==> src/rtl/lps_pkg.sv <==
// package: constants and carrier types for the display power and sleep control block
package lps_pkg;

  // ****************************************************************
  // command encodings
  // ****************************************************************
  localparam logic [3:0] LPS_OP_PWR_SAVE = 4'h4;
  localparam logic [3:0] LPS_OP_PWR_CTRL = 4'h5;
  localparam logic [3:0] LPS_OP_CONTRAST = 4'h7;
  localparam logic [3:0] LPS_OP_DISP_CTRL = 4'h3;
  localparam logic [3:0] LPS_OP_SYS_SET = 4'h6;
  localparam int LPS_BIT_PC_ZERO = 3;
  localparam int LPS_BIT_REG = 2;
  localparam int LPS_BIT_FOL = 1;
  localparam int LPS_BIT_BOOST = 0;
  localparam int LPS_BIT_OSC = 1;
  localparam int LPS_BIT_SLEEP = 0;
  localparam int LPS_BIT_CG = 0;
  localparam int LPS_BIT_CURSOR = 3;
  localparam int LPS_BIT_BLINK = 2;
  localparam int LPS_BIT_DBL = 1;
  localparam int LPS_BIT_DISP = 0;
  localparam int LPS_N_SUPPLY = 3;

  // ****************************************************************
  // widths and reset values
  // ****************************************************************
  localparam int LPS_CONTRAST_W = 4;
  localparam logic [LPS_CONTRAST_W-1:0] LPS_CONTRAST_RST = 4'h0;
  localparam logic [2:0] LPS_BITCNT_RST = 3'h0;
  localparam logic [2:0] LPS_BITCNT_LAST = 3'h7;
  localparam logic [LPS_N_SUPPLY-1:0] LPS_SUPPLY_RST = 3'h0;
  localparam logic [LPS_BIT_CURSOR:LPS_BIT_DISP] LPS_DISP_RST = 4'h0;

  // settings held across sleep and presented to the analogue side
  typedef struct packed {
    logic disp_on;
    logic cursor_on;
    logic blink_on;
    logic dbl_cursor_on;
    logic osc_en;
    logic sleep_req;
    logic regulator_en;
    logic follower_en;
    logic booster_en;
    logic cg_use;
    logic [LPS_CONTRAST_W-1:0] contrast;
  } lps_settings_t;

  localparam lps_settings_t LPS_SETTINGS_RST = '{
    disp_on: 1'b0, cursor_on: 1'b0, blink_on: 1'b0, dbl_cursor_on: 1'b0,
    osc_en: 1'b0, sleep_req: 1'b0, regulator_en: 1'b0, follower_en: 1'b0,
    booster_en: 1'b0, cg_use: 1'b0, contrast: LPS_CONTRAST_RST};

  // one received byte from the host interface
  typedef struct packed {
    logic valid;
    logic is_data;
    logic [7:0] byte_val;
  } lps_word_t;

endpackage : lps_pkg

==> src/rtl/lps_host_if.sv <==
// module: chip-select gated parallel and serial host capture
`timescale 1ns/1ps
module lps_host_if (
  input wire logic clk,
  input wire logic rst_n,
  input wire logic par_sel,
  input wire logic cs_n,
  input wire logic cmd_data_sel,
  input wire logic wr_strobe,
  input wire logic [7:0] data_bus,
  input wire logic ser_data,
  input wire logic ser_clk,
  output lps_pkg::lps_word_t word_out
);
  import lps_pkg::*;

  logic wr_d_reg;
  logic scl_d_reg;
  logic [7:0] shift_reg;
  logic [2:0] bitcnt_reg;
  logic wr_rise;
  logic scl_rise;

  // edges only count while selected, so a deselected bus is fully ignored
  assign wr_rise = !cs_n && par_sel && wr_strobe && !wr_d_reg;
  assign scl_rise = !cs_n && !par_sel && ser_clk && !scl_d_reg;

  // ****************************************************************
  // edge history
  // ****************************************************************
  always_ff @(posedge clk or negedge rst_n) begin
    if (!rst_n) begin
      wr_d_reg <= 1'b0;
      scl_d_reg <= 1'b0;
    end else begin
      wr_d_reg <= wr_strobe;
      scl_d_reg <= ser_clk;
    end
  end

  // ****************************************************************
  // serial shift register and bit counter
  // ****************************************************************
  always_ff @(posedge clk or negedge rst_n) begin
    if (!rst_n) begin
      shift_reg <= 8'h00;
      bitcnt_reg <= LPS_BITCNT_RST;
    end else if (cs_n) begin
      shift_reg <= 8'h00;
      bitcnt_reg <= LPS_BITCNT_RST;
    end else if (scl_rise) begin
      shift_reg <= {shift_reg[6:0], ser_data};
      bitcnt_reg <= bitcnt_reg + 3'h1;
    end
  end

  // ****************************************************************
  // word output
  // ****************************************************************
  always_ff @(posedge clk or negedge rst_n) begin
    if (!rst_n) begin
      word_out <= '0;
    end else if (wr_rise) begin
      word_out <= '{valid: 1'b1, is_data: cmd_data_sel, byte_val: data_bus};
    end else if (scl_rise && bitcnt_reg == LPS_BITCNT_LAST) begin
      // msb first; the eighth edge completes the byte
      word_out <= '{valid: 1'b1, is_data: cmd_data_sel, byte_val: {shift_reg[6:0], ser_data}};
    end else begin
      word_out <= '0;
    end
  end

endmodule : lps_host_if

==> src/rtl/lps_ctrl.sv <==
// module: display power, contrast and sleep control top
`timescale 1ns/1ps
module lps_ctrl (
  input wire logic clk,
  input wire logic rst_n,
  input wire logic par_sel,
  input wire logic cs_n,
  input wire logic cmd_data_sel,
  input wire logic wr_strobe,
  input wire logic [7:0] data_bus,
  input wire logic ser_data,
  input wire logic ser_clk,
  output lps_pkg::lps_settings_t settings,
  output logic booster_clk_en,
  output logic panel_force_high,
  output logic circuits_stopped,
  output logic asleep,
  output logic [7:0] data_byte,
  output logic data_strobe
);
  import lps_pkg::*;

  typedef enum logic [1:0] {LPS_RUN, LPS_SLEEP} lps_state_t;

  lps_word_t word;
  lps_state_t state_reg;
  lps_state_t state_next;
  logic is_cmd;
  logic [7:0] b;
  logic supplies_off;
  logic pc_hit;
  logic save_hit;
  logic contrast_hit;
  logic disp_hit;
  logic sys_hit;
  logic [LPS_N_SUPPLY-1:0] supply_reg;
  logic osc_reg;
  logic sleep_req_reg;
  logic [LPS_CONTRAST_W-1:0] contrast_reg;
  logic [LPS_BIT_CURSOR:LPS_BIT_DISP] disp_reg;
  logic cg_reg;

  // decoder shared by each command branch
  function automatic logic op_is(input logic [7:0] v, input logic [3:0] op);
    op_is = (v[7:4] == op);
  endfunction : op_is

  // reset pin reaches this block directly, never through the chip-select gate
  lps_host_if u_host (
    .clk(clk),
    .rst_n(rst_n),
    .par_sel(par_sel),
    .cs_n(cs_n),
    .cmd_data_sel(cmd_data_sel),
    .wr_strobe(wr_strobe),
    .data_bus(data_bus),
    .ser_data(ser_data),
    .ser_clk(ser_clk),
    .word_out(word)
  );

  assign is_cmd = word.valid && !word.is_data;
  assign b = word.byte_val;

  // ****************************************************************
  // command decode
  // ****************************************************************
  // decoded on the system clock, so writes land even while the display
  // oscillator is stopped and the host can wake the part
  assign pc_hit = is_cmd && op_is(b, LPS_OP_PWR_CTRL) && !b[LPS_BIT_PC_ZERO];
  assign save_hit = is_cmd && op_is(b, LPS_OP_PWR_SAVE);
  assign contrast_hit = is_cmd && op_is(b, LPS_OP_CONTRAST);
  assign disp_hit = is_cmd && op_is(b, LPS_OP_DISP_CTRL);
  assign sys_hit = is_cmd && op_is(b, LPS_OP_SYS_SET);

  // ****************************************************************
  // supply stage enables
  // ****************************************************************
  // one flop per stage, so any mix of internal and external supply works;
  // the stage index equals its bit in the power control command
  for (genvar g = 0; g < LPS_N_SUPPLY; g++) begin : g_supply
    always_ff @(posedge clk or negedge rst_n) begin
      if (!rst_n) begin
        supply_reg[g] <= LPS_SUPPLY_RST[g];
      end else if (pc_hit) begin
        supply_reg[g] <= b[g];
      end
    end
  end

  // ****************************************************************
  // oscillator and sleep request
  // ****************************************************************
  always_ff @(posedge clk or negedge rst_n) begin
    if (!rst_n) begin
      osc_reg <= LPS_SETTINGS_RST.osc_en;
      sleep_req_reg <= LPS_SETTINGS_RST.sleep_req;
    end else if (save_hit) begin
      osc_reg <= b[LPS_BIT_OSC];
      sleep_req_reg <= b[LPS_BIT_SLEEP];
    end
  end

  // ****************************************************************
  // contrast level
  // ****************************************************************
  always_ff @(posedge clk or negedge rst_n) begin
    if (!rst_n) begin
      contrast_reg <= LPS_CONTRAST_RST;
    end else if (contrast_hit) begin
      contrast_reg <= b[LPS_CONTRAST_W-1:0];
    end
  end

  // ****************************************************************
  // display and character generator settings
  // ****************************************************************
  always_ff @(posedge clk or negedge rst_n) begin
    if (!rst_n) begin
      disp_reg <= LPS_DISP_RST;
    end else if (disp_hit) begin
      disp_reg <= b[LPS_BIT_CURSOR:LPS_BIT_DISP];
    end
  end

  always_ff @(posedge clk or negedge rst_n) begin
    if (!rst_n) begin
      cg_reg <= LPS_SETTINGS_RST.cg_use;
    end else if (sys_hit) begin
      cg_reg <= b[LPS_BIT_CG];
    end
  end

  // ****************************************************************
  // settings presented to the analogue side
  // ****************************************************************
  // plain wiring of the flops above, so the outputs stay registered
  assign settings = '{
    disp_on: disp_reg[LPS_BIT_DISP],
    cursor_on: disp_reg[LPS_BIT_CURSOR],
    blink_on: disp_reg[LPS_BIT_BLINK],
    dbl_cursor_on: disp_reg[LPS_BIT_DBL],
    osc_en: osc_reg,
    sleep_req: sleep_req_reg,
    regulator_en: supply_reg[LPS_BIT_REG],
    follower_en: supply_reg[LPS_BIT_FOL],
    booster_en: supply_reg[LPS_BIT_BOOST],
    cg_use: cg_reg,
    contrast: contrast_reg
  };

  // ****************************************************************
  // sleep sequencing
  // ****************************************************************
  // host must have already turned supplies and oscillator off
  assign supplies_off = !settings.regulator_en && !settings.follower_en
                        && !settings.booster_en && !settings.osc_en;

  always_comb begin
    state_next = state_reg;
    case (state_reg)
      LPS_RUN: begin
        if (settings.sleep_req && supplies_off) begin
          state_next = LPS_SLEEP;
        end
      end
      LPS_SLEEP: begin
        if (!settings.sleep_req) begin
          state_next = LPS_RUN;
        end
      end
      default: begin
        state_next = LPS_RUN;
      end
    endcase
  end

  always_ff @(posedge clk or negedge rst_n) begin
    if (!rst_n) begin
      state_reg <= LPS_RUN;
    end else begin
      state_reg <= state_next;
    end
  end

  // ****************************************************************
  // registered outputs
  // ****************************************************************
  always_ff @(posedge clk or negedge rst_n) begin
    if (!rst_n) begin
      asleep <= 1'b0;
      panel_force_high <= 1'b0;
      circuits_stopped <= 1'b0;
    end else begin
      asleep <= (state_next == LPS_SLEEP);
      panel_force_high <= (state_next == LPS_SLEEP);
      circuits_stopped <= (state_next == LPS_SLEEP);
    end
  end

  // booster pump clock exists only while the oscillator runs
  always_ff @(posedge clk or negedge rst_n) begin
    if (!rst_n) begin
      booster_clk_en <= 1'b0;
    end else begin
      booster_clk_en <= settings.booster_en && settings.osc_en;
    end
  end

  // display data forwarded unchanged; memories live elsewhere and sleep
  // never touches this path
  always_ff @(posedge clk or negedge rst_n) begin
    if (!rst_n) begin
      data_byte <= 8'h00;
      data_strobe <= 1'b0;
    end else begin
      data_strobe <= word.valid && word.is_data;
      if (word.valid && word.is_data) begin
        data_byte <= b;
      end
    end
  end

endmodule : lps_ctrl

==> config.mk <==
export PLATFORM = sky130hd
export DESIGN_NAME = lps_ctrl
export DESIGN_NICKNAME = d
export VERILOG_FILES = /design/src/rtl/lps_pkg.sv /design/src/rtl/lps_host_if.sv /design/src/rtl/lps_ctrl.sv
export SDC_FILE = /design/constraint.sdc
export NUM_CORES = 1
export LEC_CHECK = 0
export ABC_AREA = 0
export BUFFER_PORTS_ARGS = -buffer_cell sky130_fd_sc_hd__buf_2
export CORE_MARGIN = 2
export CORE_UTILIZATION = 25
export DETAILED_ROUTE_END_ITERATION = 8
export GPL_TIMING_DRIVEN = 0
export HOLD_SLACK_MARGIN = 0.12
export PLACE_DENSITY = 0.46
export SLEW_MARGIN = 20
export SYNTH_ARGS = -nofsm -noshare
export SYNTH_HDL_FRONTEND = slang
export SYNTH_HIERARCHICAL = 1
export SYNTH_SLANG_ARGS = --single-unit
==> constraint.sdc <==
create_clock -name clk -period 2 [get_ports clk]
set_input_delay 0.4 -clock clk [delete_from_list [all_inputs] [get_ports clk]]
set_output_delay 0.4 -clock clk [all_outputs]
set_load 0.005 [all_outputs]
==> impl_summary.log <==
INFO  metric die_y = 93.9 um
INFO  metric setup_tns = 0 ps
INFO  metric r2r.worst_path.cells = 3
INFO  metric postSynthCellCount = between 100 and 150
INFO  metric initial_core_util = 0.260
INFO  metric fin_hold_ws = between 100 and 150 ps
INFO  metric power.switching_fraction = 0.211
INFO  metric intPower = about 1300 uW
INFO  metric clk_transition_reported_paths = 80 ps
INFO  metric route.vias.total = about 1200
INFO  metric numPortBuffers = 42
INFO  metric finalWeightedCongestion = 0.691
INFO  metric tritoncts_clock_tree = yes
INFO  metric routed_wire_length_per_instance = 14.2 um
INFO  metric power.share.sequential = 0.611
INFO  metric cts-htree-levels = 2
INFO  metric endpoint_kind = flip-flop
INFO  metric maxCapViolCount = 0
INFO  metric place_worst_setup_slack = 295 ps
INFO  metric clkSinkCount = around 50
INFO  metric report.final.hold_viol_count = 0
INFO  metric syn_area_per_cell = 15.4 um^2
INFO  metric routed_via_count_divided_by_cell_count = 4.23
INFO  metric yosysWarningCount = 6
INFO  metric synth.ff_latch_count = 49
INFO  metric switchingPower = between 300 and 400 uW
INFO  metric vdd_ir_drop_max = 0.290 mV
INFO  metric detailedPlacementHpwl = roughly 2800 um
INFO  metric remaining_drc_errors = 0
INFO  metric tightest_slew = 930 ps
INFO  metric final_cell_count_no_fill = between 200 and 300
INFO  metric globalRouteTotalUtil = 0.0975
INFO  metric first_iter_violations = 59
INFO  metric post_route_cells_drive_above_1_share = 0.494
INFO  metric worstReg2RegStart = u_host/word_out[7]$_DFF_PN0_
INFO  metric core-area = 0.00777 mm^2
INFO  metric rsz_0062_raised_after_global_routing = no
INFO  metric io-pin-count = 43
INFO  metric grt_first_pass_wirelength = 6530 um
INFO  metric r2r-end = settings[6]$_DFFE_PN0P_
INFO  metric status = completed
INFO  metric final.setup_skew = 4.45 ps
INFO  metric power_leakage = 0.00132 uW
INFO  metric cp.required = roughly 2200 ps
INFO  metric die-area = 0.00882 mm^2
INFO  metric cts_setup_buffers = 0
INFO  metric clock_power_share = 0.349
INFO  metric final_worst_path_cycle_share = 0.811
INFO  metric grt_antenna_before_repair = 0
INFO  metric numPlacedInstances = between 200 and 300
INFO  metric grt_max_degree = 50
INFO  metric synth_area = around 0.0020 mm^2
INFO  metric signal_arrival_time_at_the_worst_endpoint = 1810 ps
INFO  metric clk-insertion-delay-late = 290 ps
INFO  metric seq_area_frac_synth = 0.607
INFO  metric timing.hold.worst.class = in -> async
INFO  metric route.final.wire_length = between 4000 and 5000 um
INFO  metric cts_buffers = 5
INFO  metric clock_tree.root_cell = sky130_fd_sc_hd__clkbuf_8
INFO  metric placementRows = 32
INFO  metric cts_hold_repair.buffers = 0
INFO  metric worst_setup_slack_after_layout = 377 ps
INFO  metric setup_viol = 0
INFO  metric syn_nets = 149
INFO  metric antenna_violating_nets_post_route = 0
INFO  metric final.min_clock_period = 1620 ps
INFO  metric max-clock-path-buffers = 2
INFO  metric startpoint_type = flip-flop
INFO  metric cts_repair_resize_count = 0
INFO  metric power_density = around 670 mW/mm^2
INFO  metric timing.max_slew.rel_slack = 0.378
INFO  metric num_antenna_cells = 0
INFO  metric max_freq = just over 600 MHz
INFO  metric firstDrtPassIters = 4
INFO  metric grt_remaining_overflow = 0
INFO  metric number_of_global_route_vias_before_repair = approximately 1200
INFO  metric slew_viol_final = 0
INFO  metric comb_power_share = 0.040
INFO  metric timing.reg2reg.setup_slack = 380 ps
INFO  metric timing.critical_path.fanout_max = 3
INFO  metric criticalPathCategory = reg -> reg
INFO  metric finish.net_count = 198
INFO  metric largest_register_ffs = 10
INFO  metric areaGrowthSynthToFinish = 21.1%
INFO  metric post_synth_num_cell_types = 28
INFO  metric die_width = about 94 um
==> cells by family (layout without fill, tap and decap cells) <==
kind of cell             count (synthesis)  in the layout  share of synthesized area
multiplexers                            32             32                      0.198
AO/OA/AOI/OAI                           10             10                     0.0477
buffers and inverters                   10             59                     0.0316
flip-flops                              49             49                      0.607
adder cells (fa/ha/maj)                  2              2                     0.0124
AND/OR/NAND/NOR                         27             27                      0.102
other                                    1              1                    0.00186
==> worst max-delay path, stage by stage (launching register included) <==
cell and delay, ps:
sky130_fd_sc_hd__dfrtp_1 390, sky130_fd_sc_hd__nand4bb_1 240, sky130_fd_sc_hd__or4b_4 560, sky130_fd_sc_hd__mux2_4 320
==> per-layer routing <==
layer	track usage	vias to the layer above	part of all wire
met2	0.142	41	0.43
met5	0	-	0
li1	-	564	-
met4	0.0254	0	0.010
met1	0.140	580	0.50
met3	0.0305	7	0.056
==> synthesized netlist by cell type <==
master / instances / area [um^2]
sky130_fd_sc_hd__inv_1: 1 / 3.75
sky130_fd_sc_hd__mux2_4: 11 / 165
sky130_fd_sc_hd__and4b_1: 1 / 10.0
sky130_fd_sc_hd__clkbuf_1: 2 / 7.51
sky130_fd_sc_hd__or4b_4: 2 / 27.5
sky130_fd_sc_hd__dfrtp_1: 49 / 1230
sky130_fd_sc_hd__buf_4: 5 / 37.5
sky130_fd_sc_hd__nor4_1: 1 / 6.26
sky130_fd_sc_hd__mux2_2: 20 / 225
sky130_fd_sc_hd__nand4_1: 1 / 6.26
sky130_fd_sc_hd__conb_1: 1 / 3.75
sky130_fd_sc_hd__o2bb2ai_1: 1 / 8.76
sky130_fd_sc_hd__and4bb_2: 1 / 12.5
sky130_fd_sc_hd__nand2b_1: 1 / 6.26
sky130_fd_sc_hd__nor4b_2: 1 / 15.0
sky130_fd_sc_hd__or3_1: 1 / 6.26
sky130_fd_sc_hd__buf_1: 1 / 3.75
sky130_fd_sc_hd__nor2b_1: 9 / 56.3
sky130_fd_sc_hd__a32o_1: 8 / 80.1
sky130_fd_sc_hd__nand4bb_1: 1 / 11.3
sky130_fd_sc_hd__mux2i_1: 1 / 10.0
sky130_fd_sc_hd__and2_1: 1 / 6.26
sky130_fd_sc_hd__ha_1: 2 / 25.0
sky130_fd_sc_hd__nor2_1: 1 / 3.75
sky130_fd_sc_hd__nor3b_1: 4 / 30.0
sky130_fd_sc_hd__a21o_1: 1 / 7.51
sky130_fd_sc_hd__buf_6: 1 / 11.3
sky130_fd_sc_hd__nand2_1: 2 / 7.51
==> layout by cell type, fill, tap and decap left out <==
| cell type | netlist | routed |
|---|---|---|
| sky130_fd_sc_hd__nor2b_1 | 9 | 9 |
| sky130_fd_sc_hd__or4b_4 | 2 | 2 |
| sky130_fd_sc_hd__mux2_2 | 20 | 20 |
| sky130_fd_sc_hd__nand4bb_1 | 1 | 1 |
| sky130_fd_sc_hd__buf_2 | 0 | 41 |
| sky130_fd_sc_hd__buf_4 | 5 | 6 |
| sky130_fd_sc_hd__nor2_1 | 1 | 1 |
| sky130_fd_sc_hd__dfrtp_1 | 49 | 49 |
| sky130_fd_sc_hd__a32o_1 | 8 | 8 |
| sky130_fd_sc_hd__mux2i_1 | 1 | 1 |
| sky130_fd_sc_hd__inv_1 | 1 | 1 |
| sky130_fd_sc_hd__clkbuf_1 | 2 | 3 |
| sky130_fd_sc_hd__and4bb_2 | 1 | 1 |
| sky130_fd_sc_hd__buf_6 | 1 | 1 |
| sky130_fd_sc_hd__or3_1 | 1 | 1 |
| sky130_fd_sc_hd__nor3b_1 | 4 | 4 |
| sky130_fd_sc_hd__o2bb2ai_1 | 1 | 1 |
| sky130_fd_sc_hd__nor4_1 | 1 | 1 |
| sky130_fd_sc_hd__and4b_1 | 1 | 1 |
| sky130_fd_sc_hd__buf_1 | 1 | 1 |
| sky130_fd_sc_hd__and2_1 | 1 | 1 |
| sky130_fd_sc_hd__mux2_4 | 11 | 11 |
| sky130_fd_sc_hd__a21o_1 | 1 | 1 |
| sky130_fd_sc_hd__conb_1 | 1 | 1 |
| sky130_fd_sc_hd__nor4b_2 | 1 | 1 |
| sky130_fd_sc_hd__nand2_1 | 2 | 2 |
| sky130_fd_sc_hd__nand4_1 | 1 | 1 |
| sky130_fd_sc_hd__nand2b_1 | 1 | 1 |
| sky130_fd_sc_hd__clkbuf_8 | 0 | 6 |
| sky130_fd_sc_hd__ha_1 | 2 | 2 |
==> through the flow <==
stage | total power, uW | instance area, um^2 | util
after global routing | 1740 | 2450 | 0.315
after floorplan | 1050 | 2020 | -
final | 1650 | 2450 | 0.315
after detailed placement | 1100 | 2360 | 0.304
after CTS | 1690 | 2450 | 0.315
after global placement | 1090 | 2360 | 0.304
==> worst max path at each step <==
stage | from | end | depth (start not counted)
floorplan | u_host/word_out[7]$_DFF_PN0_ | settings[5]$_DFFE_PN0P_ | 3
global placement | cs_n | u_host/word_out[0]$_DFF_PN0_ | 3
detailed placement | cs_n | u_host/word_out[4]$_DFF_PN0_ | 3
CTS | u_host/word_out[7]$_DFF_PN0_ | settings[6]$_DFFE_PN0P_ | 3
global route | u_host/word_out[7]$_DFF_PN0_ | settings[6]$_DFFE_PN0P_ | 3
finish | u_host/word_out[7]$_DFF_PN0_ | settings[6]$_DFFE_PN0P_ | 3
==> layout make-up <==
cell class	count	area (um^2)
multi-input combinational	72	731
timing repair buffer	42	213
inverter	1	3.75
sequential	49	1230
fill	826	5320
tap	102	128
buffer	9	60.1
clock buffer	7	86.3
==> power groups by stage <==
stage	Clock (uW)	Combinational, uW	Sequential [uW]
2_1_floorplan	0	22.1	1030
3_3_place_gp	0	67.7	1030
3_5_place_dp	0	67.6	1030
4_1_cts	617	68.3	1010
5_1_grt	653	74.8	1010
6_report	575	65.4	1010
Power figures use the tool's default switching activity.
